### config.mk
export PLATFORM = sky130hd
export DESIGN_NAME = lts_top
export DESIGN_NICKNAME = d
export VERILOG_FILES = /design/src/rtl/lts_top.v /design/src/rtl/lts_dwell_timer.v /design/src/rtl/lts_point_check.v
export VERILOG_INCLUDE_DIRS = /design/src /design/src/rtl
export SDC_FILE = /design/constraint.sdc
export NUM_CORES = 2
export LEC_CHECK = 0
export BUFFER_PORTS_ARGS = -buffer_cell sky130_fd_sc_hd__buf_2
export CAP_MARGIN = 0
export CORE_ASPECT_RATIO = 1.5
export CORE_MARGIN = 8
export CORE_UTILIZATION = 45
export DETAILED_ROUTE_END_ITERATION = 10
export SYNTH_ARGS = -nofsm -noshare
export SYNTH_HDL_FRONTEND = slang
export SYNTH_HIERARCHICAL = 1
export SYNTH_SLANG_ARGS = --single-unit
### constraint.sdc
create_clock -name clock -period 16.3 [get_ports clock]
set_clock_uncertainty 0.05 [all_clocks]
set_input_delay 2.445 -clock clock [delete_from_list [all_inputs] [get_ports clock]]
set_output_delay 2.445 -clock clock [all_outputs]
set_load 0.05 [all_outputs]
### src/rtl/lts_regs.vh
`ifndef LTS_REGS_VH
`define LTS_REGS_VH
// ----------------------------------------------------------------
// Register byte offsets
// ----------------------------------------------------------------
`define LTS_A_CTRL    8'h00
`define LTS_A_COUNT   8'h04
`define LTS_A_CLIP    8'h08
`define LTS_A_TMAX    8'h0c
`define LTS_A_CLEAR   8'h10
`define LTS_A_SHAPE   8'h14
`define LTS_A_REPEAT  8'h18
`define LTS_A_DWELL   8'h1c
`define LTS_A_TTL     8'h20
`define LTS_A_LEVEL   8'h24
`define LTS_A_SLEW    8'h28
`define LTS_A_NSHAPE  8'h30
`define LTS_A_NREP    8'h34
`define LTS_A_NDWELL  8'h38
`define LTS_A_NTTL    8'h3c
`define LTS_A_NLEVEL  8'h40
`define LTS_A_NSLEW   8'h44
`define LTS_A_STATUS  8'h48
`define LTS_A_PASS    8'h4c
// ----------------------------------------------------------------
// Fields and reset values
// ----------------------------------------------------------------
`define LTS_CTRL_STEP  0
`define LTS_CTRL_ABORT 1
`define LTS_COUNT_RST  28'h0000001
`define LTS_COUNT_MAX  28'hbebc200
`define LTS_CLIP_RST   9'h1a9
`define LTS_TMAX_RST   9'h12c
`define LTS_REP_MAX    7'h63
// ----------------------------------------------------------------
// Shape codes and voltage limits
// ----------------------------------------------------------------
`define LTS_SH_SINE    2'h0
`define LTS_SH_A       2'h1
`define LTS_SH_CLIP    2'h2
`define LTS_SH_TABLE   2'h3
`define LTS_PEAK_MAX   9'h1a9
`define LTS_SINE_MAX   9'h12c
`define LTS_SQRT2_K    20'h00586
`define LTS_MILLI      20'h003e8
// ----------------------------------------------------------------
// Timing
// ----------------------------------------------------------------
`define LTS_CLK_NS     10
`define LTS_MS_NS      1000000
`define LTS_STROBE_NS  1000
`endif

### src/rtl/lts_top.v
// Design decisions made here: the AHB-Lite interface to the registers and the register addresses.
`timescale 1ns/100ps
`include "lts_regs.vh"
// Function
// RL1: Shapes play out in programmed order.
// RL2: Shape is sine, shape_a, clipped sine, table.
// RL3: Clipped sine clips both peaks at clip level.
// RL4: Output peak never above 425 V; sine 300.
// RL5: Table points checked at start; error blocks run.
// RL6: Repeat value 0..99 per point, in order.
// RL7: Single-step advances one point per trigger.
// RL8: Single-step ignores triggers during dwell.
// RL9: Auto runs whole list; auto after reset.
// RL10: Auto moves on the moment dwell ends.
// RL11: Flagged step emits one strobe pulse.
// RL12: Unflagged step emits no strobe.
// RL13: Strobe flags kept in programmed order.
// RL14: Point counts read back, never values.
// RL15: Dwell sets time at point, 1 ms steps.
// RL16: List runs count times, 1..2E8, reset 1.
// RL17: Strobe is fixed width from step start.
// RL18: After final point, idle awaiting trigger.
module lts_top #(
  parameter DEPTH     = 16,
  parameter IW        = 4,
  parameter MS_CYCLES = `LTS_MS_NS / `LTS_CLK_NS
) (
  input  wire        clock,       // System clock, 100 MHz.
  input  wire        reset_n,     // Asynchronous reset, active low.
  input  wire        hsel,        // AHB slave select.
  input  wire [31:0] haddr,       // AHB address.
  input  wire [1:0]  htrans,      // AHB transfer type.
  input  wire        hwrite,      // AHB write.
  input  wire [2:0]  hsize,       // AHB size.
  input  wire [31:0] hwdata,      // AHB write data.
  input  wire        hready,      // AHB bus ready.
  output reg  [31:0] hrdata,      // AHB read data.
  output reg         hreadyout,   // AHB slave ready.
  output reg         hresp,       // AHB response, always OKAY.
  input  wire        trig_in,     // External list trigger pulse.
  output reg  [1:0]  shape_out,   // Shape kind of current point.
  output reg  [3:0]  table_out,   // User table of current point.
  output reg  [8:0]  level_out,   // Rms level of current point.
  output reg  [8:0]  clip_out,    // Clip level for clipped sine.
  output reg  [IW-1:0] point_out, // Index of current point.
  output reg         list_busy,   // List transient running.
  output reg         exec_error,  // Start check failed.
  output reg         func_strobe  // Trigger-out strobe.
);
  localparam STROBE_W = `LTS_STROBE_NS / `LTS_CLK_NS;
  localparam S_IDLE  = 4'h1;
  localparam S_CHECK = 4'h2;
  localparam S_DWELL = 4'h4;
  localparam S_WAIT  = 4'h8;

  // ----------------------------------------------------------------
  // Storage
  // ----------------------------------------------------------------
  reg [5:0]  shp_m [0:DEPTH-1];
  reg [6:0]  rep_m [0:DEPTH-1];
  reg [26:0] dwl_m [0:DEPTH-1];
  reg        ttl_m [0:DEPTH-1];
  reg [8:0]  lvl_m [0:DEPTH-1];
  reg [19:0] slw_m [0:DEPTH-1];
  reg [IW:0] n_shp, n_rep, n_dwl, n_ttl, n_lvl, n_slw;
  reg        step_mode;
  reg [27:0] count;
  reg [8:0]  tmax;
  reg [27:0] pass;
  reg [3:0]  state;
  reg [IW-1:0] idx;
  reg [6:0]  rep_left;
  reg [7:0]  strobe_cnt;
  reg        wr_pend;
  reg [7:0]  wr_addr;
  wire       tmr_done;
  wire       chk_ok;

  // An entry past the end of its list reads as zero.
  function has;
    input [IW:0]   n;
    input [IW-1:0] i;
    begin
      has = ({1'b0, i} < n);
    end
  endfunction

  // Clamp a written repeat value into its legal range.
  function [6:0] rep_clamp;
    input [31:0] d;
    begin
      rep_clamp = (d > 32'h63) ? `LTS_REP_MAX : d[6:0];
    end
  endfunction

  // ----------------------------------------------------------------
  // AHB-Lite address phase and read data
  // ----------------------------------------------------------------
  wire sel = hsel && htrans[1] && hready;
  wire [IW:0] len = n_dwl;
  reg  [31:0] rd;

  // Reads answer in the data phase straight after the address phase.
  always @* begin
    rd = 32'h0;
    case (haddr[7:0])
      `LTS_A_CTRL:   rd = {31'h0, step_mode};
      `LTS_A_COUNT:  rd = {4'h0, count};
      `LTS_A_CLIP:   rd = {23'h0, clip_out};
      `LTS_A_TMAX:   rd = {23'h0, tmax};
      `LTS_A_NSHAPE: rd = {{(31-IW){1'b0}}, n_shp}; // RL14
      `LTS_A_NREP:   rd = {{(31-IW){1'b0}}, n_rep}; // RL14
      `LTS_A_NDWELL: rd = {{(31-IW){1'b0}}, n_dwl}; // RL14
      `LTS_A_NTTL:   rd = {{(31-IW){1'b0}}, n_ttl}; // RL14
      `LTS_A_NLEVEL: rd = {{(31-IW){1'b0}}, n_lvl}; // RL14
      `LTS_A_NSLEW:  rd = {{(31-IW){1'b0}}, n_slw}; // RL14
      `LTS_A_STATUS: rd = {{(30-IW){1'b0}}, idx, exec_error,
                           list_busy};
      `LTS_A_PASS:   rd = {4'h0, pass};
      default:       rd = 32'h0;
    endcase
  end

  // The slave never stretches a transfer.
  always @(posedge clock or negedge reset_n) begin
    if (!reset_n) begin
      hrdata    <= 32'h0;
      hreadyout <= 1'b0;
      hresp     <= 1'b0;
      wr_pend   <= 1'b0;
      wr_addr   <= 8'h0;
    end else begin
      hreadyout <= 1'b1;
      hresp     <= 1'b0;
      wr_pend   <= sel && hwrite;
      wr_addr   <= haddr[7:0];
      if (sel && !hwrite)
        hrdata <= rd;
    end
  end

  // ----------------------------------------------------------------
  // Register writes and list appends
  // ----------------------------------------------------------------
  wire w_ctrl  = wr_pend && (wr_addr == `LTS_A_CTRL);
  wire w_clear = wr_pend && (wr_addr == `LTS_A_CLEAR);
  wire w_list  = wr_pend && (wr_addr == `LTS_A_SHAPE  ||
                 wr_addr == `LTS_A_REPEAT || wr_addr == `LTS_A_DWELL ||
                 wr_addr == `LTS_A_TTL    || wr_addr == `LTS_A_LEVEL ||
                 wr_addr == `LTS_A_SLEW);
  // Touching list data while running aborts the transient.
  wire abort = (w_ctrl && hwdata[`LTS_CTRL_ABORT]) || w_list || w_clear;

  // Each list write appends one point; a full list drops the write.
  always @(posedge clock or negedge reset_n) begin
    if (!reset_n) begin
      step_mode <= 1'b0; // RL9
      count     <= `LTS_COUNT_RST; // RL16
      clip_out  <= `LTS_CLIP_RST;
      tmax      <= `LTS_TMAX_RST;
      n_shp     <= {(IW+1){1'b0}};
      n_rep     <= {(IW+1){1'b0}};
      n_dwl     <= {(IW+1){1'b0}};
      n_ttl     <= {(IW+1){1'b0}};
      n_lvl     <= {(IW+1){1'b0}};
      n_slw     <= {(IW+1){1'b0}};
    end else if (wr_pend) begin
      case (wr_addr)
        `LTS_A_CTRL: step_mode <= hwdata[`LTS_CTRL_STEP];
        `LTS_A_COUNT:
          if (hwdata[27:0] == 28'h0 || hwdata[31:28] != 4'h0)
            count <= (hwdata[27:0] == 28'h0 && hwdata[31:28] == 4'h0)
                     ? `LTS_COUNT_RST : `LTS_COUNT_MAX; // RL16
          else if (hwdata[27:0] > `LTS_COUNT_MAX)
            count <= `LTS_COUNT_MAX; // RL16
          else
            count <= hwdata[27:0];
        `LTS_A_CLIP: clip_out <= hwdata[8:0]; // RL3
        `LTS_A_TMAX: tmax <= hwdata[8:0];
        `LTS_A_CLEAR: begin
          n_shp <= {(IW+1){1'b0}};
          n_rep <= {(IW+1){1'b0}};
          n_dwl <= {(IW+1){1'b0}};
          n_ttl <= {(IW+1){1'b0}};
          n_lvl <= {(IW+1){1'b0}};
          n_slw <= {(IW+1){1'b0}};
        end
        `LTS_A_SHAPE: if (n_shp < DEPTH) begin
          shp_m[n_shp[IW-1:0]] <= hwdata[5:0]; // RL1 RL2
          n_shp <= n_shp + 1'b1;
        end
        `LTS_A_REPEAT: if (n_rep < DEPTH) begin
          rep_m[n_rep[IW-1:0]] <= rep_clamp(hwdata); // RL6
          n_rep <= n_rep + 1'b1;
        end
        `LTS_A_DWELL: if (n_dwl < DEPTH) begin
          dwl_m[n_dwl[IW-1:0]] <= hwdata[26:0]; // RL15
          n_dwl <= n_dwl + 1'b1;
        end
        `LTS_A_TTL: if (n_ttl < DEPTH) begin
          ttl_m[n_ttl[IW-1:0]] <= hwdata[0]; // RL13
          n_ttl <= n_ttl + 1'b1;
        end
        `LTS_A_LEVEL: if (n_lvl < DEPTH) begin
          lvl_m[n_lvl[IW-1:0]] <= hwdata[8:0];
          n_lvl <= n_lvl + 1'b1;
        end
        `LTS_A_SLEW: if (n_slw < DEPTH) begin
          slw_m[n_slw[IW-1:0]] <= hwdata[19:0];
          n_slw <= n_slw + 1'b1;
        end
        default: step_mode <= step_mode;
      endcase
    end
  end

  // ----------------------------------------------------------------
  // Start-time point check
  // ----------------------------------------------------------------
  wire [1:0]  ck_shape = has(n_shp, idx) ? shp_m[idx][1:0]
                                         : `LTS_SH_SINE;
  wire [8:0]  ck_level = has(n_lvl, idx) ? lvl_m[idx] : 9'h0;
  wire [IW-1:0] pidx   = idx - 1'b1;
  wire [8:0]  ck_prev  = (idx != {IW{1'b0}} && has(n_lvl, pidx))
                         ? lvl_m[pidx] : 9'h0;
  wire [19:0] ck_slew  = has(n_slw, idx) ? slw_m[idx] : 20'h0;
  wire [26:0] ck_dwell = dwl_m[idx];

  lts_point_check u_check (
    .shape (ck_shape),
    .level (ck_level),
    .prev  (ck_prev),
    .slew  (ck_slew),
    .dwell (ck_dwell),
    .clip  (clip_out),
    .tmax  (tmax),
    .ok    (chk_ok)
  );

  // ----------------------------------------------------------------
  // Sequencer decisions
  // ----------------------------------------------------------------
  reg          go;
  reg          go_same;
  reg [IW-1:0] go_idx;
  reg          go_wrap;
  reg [3:0]    next_state;
  wire last  = ({1'b0, idx} == len - 1'b1);
  wire final_pass = (pass + 28'h1 >= count);

  // The point that becomes active next, if any, is picked here.
  always @* begin
    go         = 1'b0;
    go_same    = 1'b0;
    go_idx     = idx;
    go_wrap    = 1'b0;
    next_state = state;
    case (state)
      S_IDLE:
        if (trig_in && !abort)
          next_state = S_CHECK;
      S_CHECK:
        if (abort) begin
          next_state = S_IDLE;
        end else if (len == {(IW+1){1'b0}} || !chk_ok) begin
          next_state = S_IDLE; // RL5
        end else if (last) begin
          go         = 1'b1;
          go_idx     = {IW{1'b0}}; // RL1
          next_state = S_DWELL;
        end
      S_DWELL:
        if (abort) begin
          next_state = S_IDLE;
        end else if (tmr_done) begin
          if (rep_left != 7'h0) begin
            go      = 1'b1; // RL6
            go_same = 1'b1;
          end else if (last && final_pass) begin
            next_state = S_IDLE; // RL18
          end else if (!step_mode) begin
            go      = 1'b1; // RL10
            go_wrap = last; // RL16
            go_idx  = last ? {IW{1'b0}} : idx + 1'b1; // RL9
          end else begin
            next_state = S_WAIT; // RL8
          end
        end
      S_WAIT:
        if (abort) begin
          next_state = S_IDLE;
        end else if (trig_in) begin
          go         = 1'b1; // RL7
          go_wrap    = last;
          go_idx     = last ? {IW{1'b0}} : idx + 1'b1;
          next_state = S_DWELL;
        end
      default: next_state = S_IDLE;
    endcase
  end

  // ----------------------------------------------------------------
  // Sequencer state and point outputs
  // ----------------------------------------------------------------
  // Outputs change on the same edge as the strobe starts.
  always @(posedge clock or negedge reset_n) begin
    if (!reset_n) begin
      state       <= S_IDLE;
      idx         <= {IW{1'b0}};
      pass        <= 28'h0;
      rep_left    <= 7'h0;
      list_busy   <= 1'b0;
      exec_error  <= 1'b0;
      shape_out   <= `LTS_SH_SINE;
      table_out   <= 4'h0;
      level_out   <= 9'h0;
      point_out   <= {IW{1'b0}};
      func_strobe <= 1'b0;
      strobe_cnt  <= 8'h0;
    end else begin
      state     <= next_state;
      list_busy <= (next_state != S_IDLE);
      if (state == S_IDLE && next_state == S_CHECK) begin
        idx        <= {IW{1'b0}};
        pass       <= 28'h0;
        exec_error <= 1'b0;
      end else if (state == S_CHECK && !go) begin
        idx <= idx + 1'b1;
        if (next_state == S_IDLE && !abort)
          exec_error <= 1'b1; // RL5
      end
      if (go) begin
        idx       <= go_idx;
        point_out <= go_idx;
        rep_left  <= go_same ? rep_left - 7'h1 :
                     (has(n_rep, go_idx) ? rep_m[go_idx] : 7'h0); // RL6
        if (go_wrap)
          pass <= pass + 28'h1; // RL16
        shape_out <= has(n_shp, go_idx) ? shp_m[go_idx][1:0]
                                        : `LTS_SH_SINE; // RL1 RL2
        table_out <= has(n_shp, go_idx) ? shp_m[go_idx][5:2] : 4'h0;
        level_out <= has(n_lvl, go_idx) ? lvl_m[go_idx] : 9'h0;
      end
      // Pulse width is fixed; a new flagged step restarts it.
      if (go && has(n_ttl, go_idx) && ttl_m[go_idx]) begin
        func_strobe <= 1'b1; // RL11 RL13 RL17
        strobe_cnt  <= STROBE_W[7:0] - 8'h1;
      end else if (strobe_cnt != 8'h0) begin
        strobe_cnt <= strobe_cnt - 8'h1; // RL17
      end else begin
        func_strobe <= 1'b0; // RL12
      end
    end
  end

  // ----------------------------------------------------------------
  // Dwell timer
  // ----------------------------------------------------------------
  lts_dwell_timer #(
    .MS_CYCLES (MS_CYCLES)
  ) u_timer (
    .clock   (clock),
    .reset_n (reset_n),
    .load    (go),
    .stop    (next_state == S_IDLE),
    .ms      (dwl_m[go_idx]), // RL15
    .running (),
    .done    (tmr_done)
  );
endmodule

### src/rtl/lts_dwell_timer.v
`timescale 1ns/100ps
`include "lts_regs.vh"
// Counts a dwell of whole milliseconds; done pulses in the last cycle.
module lts_dwell_timer #(
  parameter MS_CYCLES = `LTS_MS_NS / `LTS_CLK_NS
) (
  input  wire        clock,   // System clock.
  input  wire        reset_n, // Asynchronous reset, active low.
  input  wire        load,    // Start a new dwell.
  input  wire        stop,    // Abandon the running dwell.
  input  wire [26:0] ms,      // Dwell length in milliseconds.
  output wire        running, // Dwell in progress.
  output wire        done     // Last cycle of the dwell.
);
  reg [31:0] pre;
  reg [26:0] left;

  assign running = (left != 27'h0);
  assign done    = running && (left == 27'h1) &&
                   (pre == MS_CYCLES - 1);

  // ----------------------------------------------------------------
  // Prescaler and millisecond count
  // ----------------------------------------------------------------
  // A zero dwell is raised to one millisecond so a step never stalls.
  always @(posedge clock or negedge reset_n) begin
    if (!reset_n) begin
      pre  <= 32'h0;
      left <= 27'h0;
    end else if (load) begin
      pre  <= 32'h0;
      left <= (ms == 27'h0) ? 27'h1 : ms;
    end else if (stop) begin
      left <= 27'h0;
    end else if (running) begin
      if (pre == MS_CYCLES - 1) begin
        pre  <= 32'h0;
        left <= left - 27'h1;
      end else begin
        pre <= pre + 32'h1;
      end
    end
  end
endmodule

### src/rtl/lts_point_check.v
`timescale 1ns/100ps
`include "lts_regs.vh"
// Judges one list point against the peak and custom-table limits.
module lts_point_check (
  input  wire [1:0]  shape, // Shape kind of the point.
  input  wire [8:0]  level, // Rms level of the point in volts.
  input  wire [8:0]  prev,  // Rms level of the previous point.
  input  wire [19:0] slew,  // Slew rate in volts per second.
  input  wire [26:0] dwell, // Dwell in milliseconds.
  input  wire [8:0]  clip,  // Clip level in volts peak.
  input  wire [8:0]  tmax,  // Largest rms the user table allows.
  output reg         ok     // Point may run.
);
  reg [47:0] ramp;
  reg [29:0] room;
  reg [29:0] pk;

  // Shape_a peak equals rms; clipped peak is the lower of sine and clip.
  always @* begin
    ramp = {28'h0, slew} * {21'h0, dwell};
    room = (tmax > prev) ? (tmax - prev) * `LTS_MILLI : 30'h0;
    pk   = level * `LTS_SQRT2_K;
    ok   = 1'b1;
    case (shape)
      `LTS_SH_SINE: ok = (level <= `LTS_SINE_MAX); // RL4
      `LTS_SH_A:    ok = (level <= `LTS_PEAK_MAX); // RL4
      `LTS_SH_CLIP: ok = (clip <= `LTS_PEAK_MAX) && // RL3
                         (level <= `LTS_SINE_MAX || pk[29:0] >=
                          {21'h0, clip} * `LTS_MILLI); // RL4
      `LTS_SH_TABLE: ok = (level <= tmax) &&
                          (ramp <= {18'h0, room}); // RL5
      default: ok = 1'b0;
    endcase
  end
endmodule

==> impl_metrics.tcl <==
set metrics [dict create \
    status "complete, no violations" \
    drt_first_pass_iters 7 \
    io_buffers 106 \
    ys_types 114 \
    drc 0 \
    setup_tns_ns 0 \
    synthArstFlopShare 0.181 \
    cp_num_buf_inv 5 \
    grt_overflow_total 0 \
    multiInputGateArea_mm2 0.0456 \
    wl_per_cell_um 26.2 \
    io_pins 140 \
    nets 8804 \
    max_stage_delay_ns 0.70 \
    path_clk_slew_ns 0.06 \
    finalCritPeriodShare 0.969 \
    final_common_cell "nand2_1" \
    synth_top_area_share 0.375 \
    ctsRootBufferMaster "clkbuf_16" \
    syn_avg_cell_area_um2 11.6 \
    crit_start "idx[1]" \
    crit_top_cell "fa_1" \
    p_leak_uw 0.0387 \
    cp_max_fo 62 \
    setup_viol 0 \
    die_y_um 563 \
    max_freq_ghz 0.0633 \
    drtIter0Drc 5358 \
    yosys.area.top_type "edfxtp_1" \
    gp_congestion 0.933 \
    drive_above_1_share 0.137 \
    cts_sinks 1367 \
    slowest_stage "dfrtp_4" \
    regArea_mm2 0.0398 \
    p_seq_frac 0.297 \
    reg2reg_from "idx[1]" \
    cts_tree "yes" \
    power_density_mw_per_mm2 133 \
    clk_path_buf_depth 4 \
    endpoint "u_timer/left[22]" \
    maxCapViolCount 0 \
    hold_viol_final 0 \
    worstSkewPairLatency_ns 0.81 \
    p_sw_frac 0.388 \
    cts_hold_buffers 0 \
    period_needed_ns 15.79 \
    vias_per_cell 6.04 \
    combPwrFrac 0.451 \
    numCtsBuffers 144 \
    synth_edf_count 1120 \
    cp_num_cells 51 \
    crit_arrival_ns 16.41 \
    die-width_um 381 \
    wirelength_mm 275 \
    r2r-end "u_timer/left[22]" \
    core_mm2 0.198 \
    ir_worst_vdd_mv 0.181 \
    cp_top_family "compound AO/OA/AOI/OAI gates" \
    syn_inst 7701 \
    dr_total_vias 63400 \
    path_class "flop to flop" \
    syn_area_mm2 0.0897 \
    rsz0062_at_grt "no" \
    grt_max_degree 171 \
    fill_cells 17300 \
    dp_hpwl_mm 186 \
    finalNonFillerCells 10500 \
    intPower_uw 8020 \
    cp.required_ns 16.92 \
    ys_seq_area_frac 0.444 \
    placed_cells 10200 \
    final_cell_mix "nand2_1 (1,192), edfxtp_1 (1,120), inv_1 (713), fa_1 (519), ha_1 (447)" \
    grt_pass1_wl_mm 414 \
    row_count 200 \
    grtUsageTotal 0.252 \
    synth_ff_type "edfxtp_1" \
    p_clk_frac 0.251 \
    r2r_cells 51 \
    r2r_slack_ns 0.51 \
    synth.area.top_cells "edfxtp_1 (38%), fa_1 (12%), mux4_2 (8.4%), dfrtp_1 (6.6%), ha_1 (6.3%)" \
    yosys_warnings 6 \
    worstSetupEndpointType "flop" \
    start_kind "flop" \
    final_antenna_net_count 0 \
    slew_violations 0 \
    antenna_found_initial 11 \
    start_util 0.453 \
    yosys_register_bits 1367 \
    slew_headroom 0.155 \
    syn_to_final_growth_pct 10.1 \
    dieArea_mm2 0.214 \
    grt_pass1_vias 66800 \
    power_switching_uw 5090 \
    ctsHtreeMaxLevel 4 \
    hold_class "flop to flop" \
    worstMarginPinSlew_ns 1.26 \
]
worst reg2reg max path, delay by kind of cell, from the launching register on:
family / cells / cell delay (ns)
adders and majority gates: 10 / 4.62
AOI/OAI and AO/OA: 20 / 4.89
buffers and inverters: 5 / 1.40
xor gates and xnor gates: 1 / 0.23
and+or+nand+nor: 15 / 3.79
DFF: 1 / 0.70
per-layer routing:
metal,vias up,routed length (um),global-route usage
li1,27700,-,-
met1,32400,99200,0.292
met2,2568,140000,0.450
met3,752,18000,0.0327
met4,2,18500,0.142
met5,-,12,0
repair_timing:
| action | in CTS | in global routing |
|---|---|---|
| setup buffers | 0 | 9 |
| endpoints found under the hold margin | 0 | 0 |
| gates resized for setup | 0 | 13 |
| endpoints found under the setup margin | 0 | 8 |
cell type report:
cell class / instances / area share
Sequential cell: 1367 / 0.404
Clock buffer: 183 / 0.0399
Timing Repair Buffer: 347 / 0.0267
Clock inverter: 67 / 0.00678
Tap cell: 2626 / 0.0333
Multi-Input combinational cell: 5185 / 0.462
Inverter: 717 / 0.0274
Antenna cell: 7 / 0.000177
stage by stage:
stage / total power, uW / cell area [um^2] / hold slack (ns) / worst slack (ns) / util
3_5_place_dp: 9830 / 93900 / 0.415 / 0.471 / 0.474
2_1_floorplan: 8240 / 89700 / 0.427 / 2.43 / -
6_report: 13100 / 98700 / 0.427 / 0.506 / 0.499
5_1_grt: 13900 / 98700 / 0.454 / 0.0123 / 0.499
3_3_place_gp: 9750 / 93900 / 0.412 / 0.571 / 0.474
4_1_cts: 13100 / 98500 / 0.429 / 0.416 / 0.498
state kept, by name (all words and copies together) (netlist names), 7 cells and up:
| register | cells |
|---|---|
| strobe_cnt | 8 |
| u_timer/left | 27 |
| dwl_m | 432 |
| u_timer/pre | 32 |
| shp_m | 96 |
| pass | 28 |
| level_out | 9 |
| ttl_m | 16 |
| hrdata | 28 |
| rep_left | 7 |
| lvl_m | 144 |
| wr_addr | 8 |
| rep_m | 112 |
| slw_m | 320 |
| count | 28 |
| clip_out | 9 |
| tmax | 9 |
cell usage after synthesis, types with 36 or more instances:
library cell	number
nand2_1	1192
edfxtp_1	1120
inv_1	714
fa_1	519
ha_1	448
nand3_1	414
mux4_2	335
and2_1	319
clkbuf_1	272
nor2_1	252
dfrtp_1	236
o21ai_0	170
a21oi_1	142
and3_1	96
buf_2	94
a311oi_1	89
xnor2_1	89
a211oi_1	84
nor3_1	82
a31oi_1	79
nand4_1	79
nor2b_1	61
xor2_1	47
nand2b_1	44
buf_1	41
nor4_1	41
a21o_1	40
o211ai_1	36
cells by family (layout without fill, tap and decap cells):
kind of cell / after synthesis / count (layout) / synth area share
buffers and inverters: 1153 / 1314 / 0.0515
adders and majority gates: 967 / 967 / 0.178
xor gates and xnor gates: 136 / 136 / 0.0133
muxes: 381 / 381 / 0.0896
DFF: 1367 / 1367 / 0.444
and+or+nand+nor: 2701 / 2701 / 0.144
other: 2 / 13 / 0.0000837
AOI/OAI and AO/OA: 994 / 994 / 0.0791
worst min-delay path by stage:
stage	startpoint	to	slack, ns	depth (start not counted)
final	hrdata[10]	hrdata[10]	0.43	2
after global routing	hrdata[25]	hrdata[25]	0.45	2
after CTS	hrdata[27]	hrdata[27]	0.43	2
after detailed placement	hrdata[10]	hrdata[10]	0.42	2
after global placement	hrdata[16]	hrdata[16]	0.41	2
after floorplan	count[0]	count[0]	0.43	2
power by group through the flow:
stage	Clock (uW)	Sequential [uW]	Combinational [uW]
after detailed placement	0	3960	5860
after global placement	0	3960	5790
after global routing	3460	3900	6570
after floorplan	0	3960	4280
after CTS	3330	3890	5900
final	3290	3900	5920
Note: power is estimated with default switching activity, not from simulation.
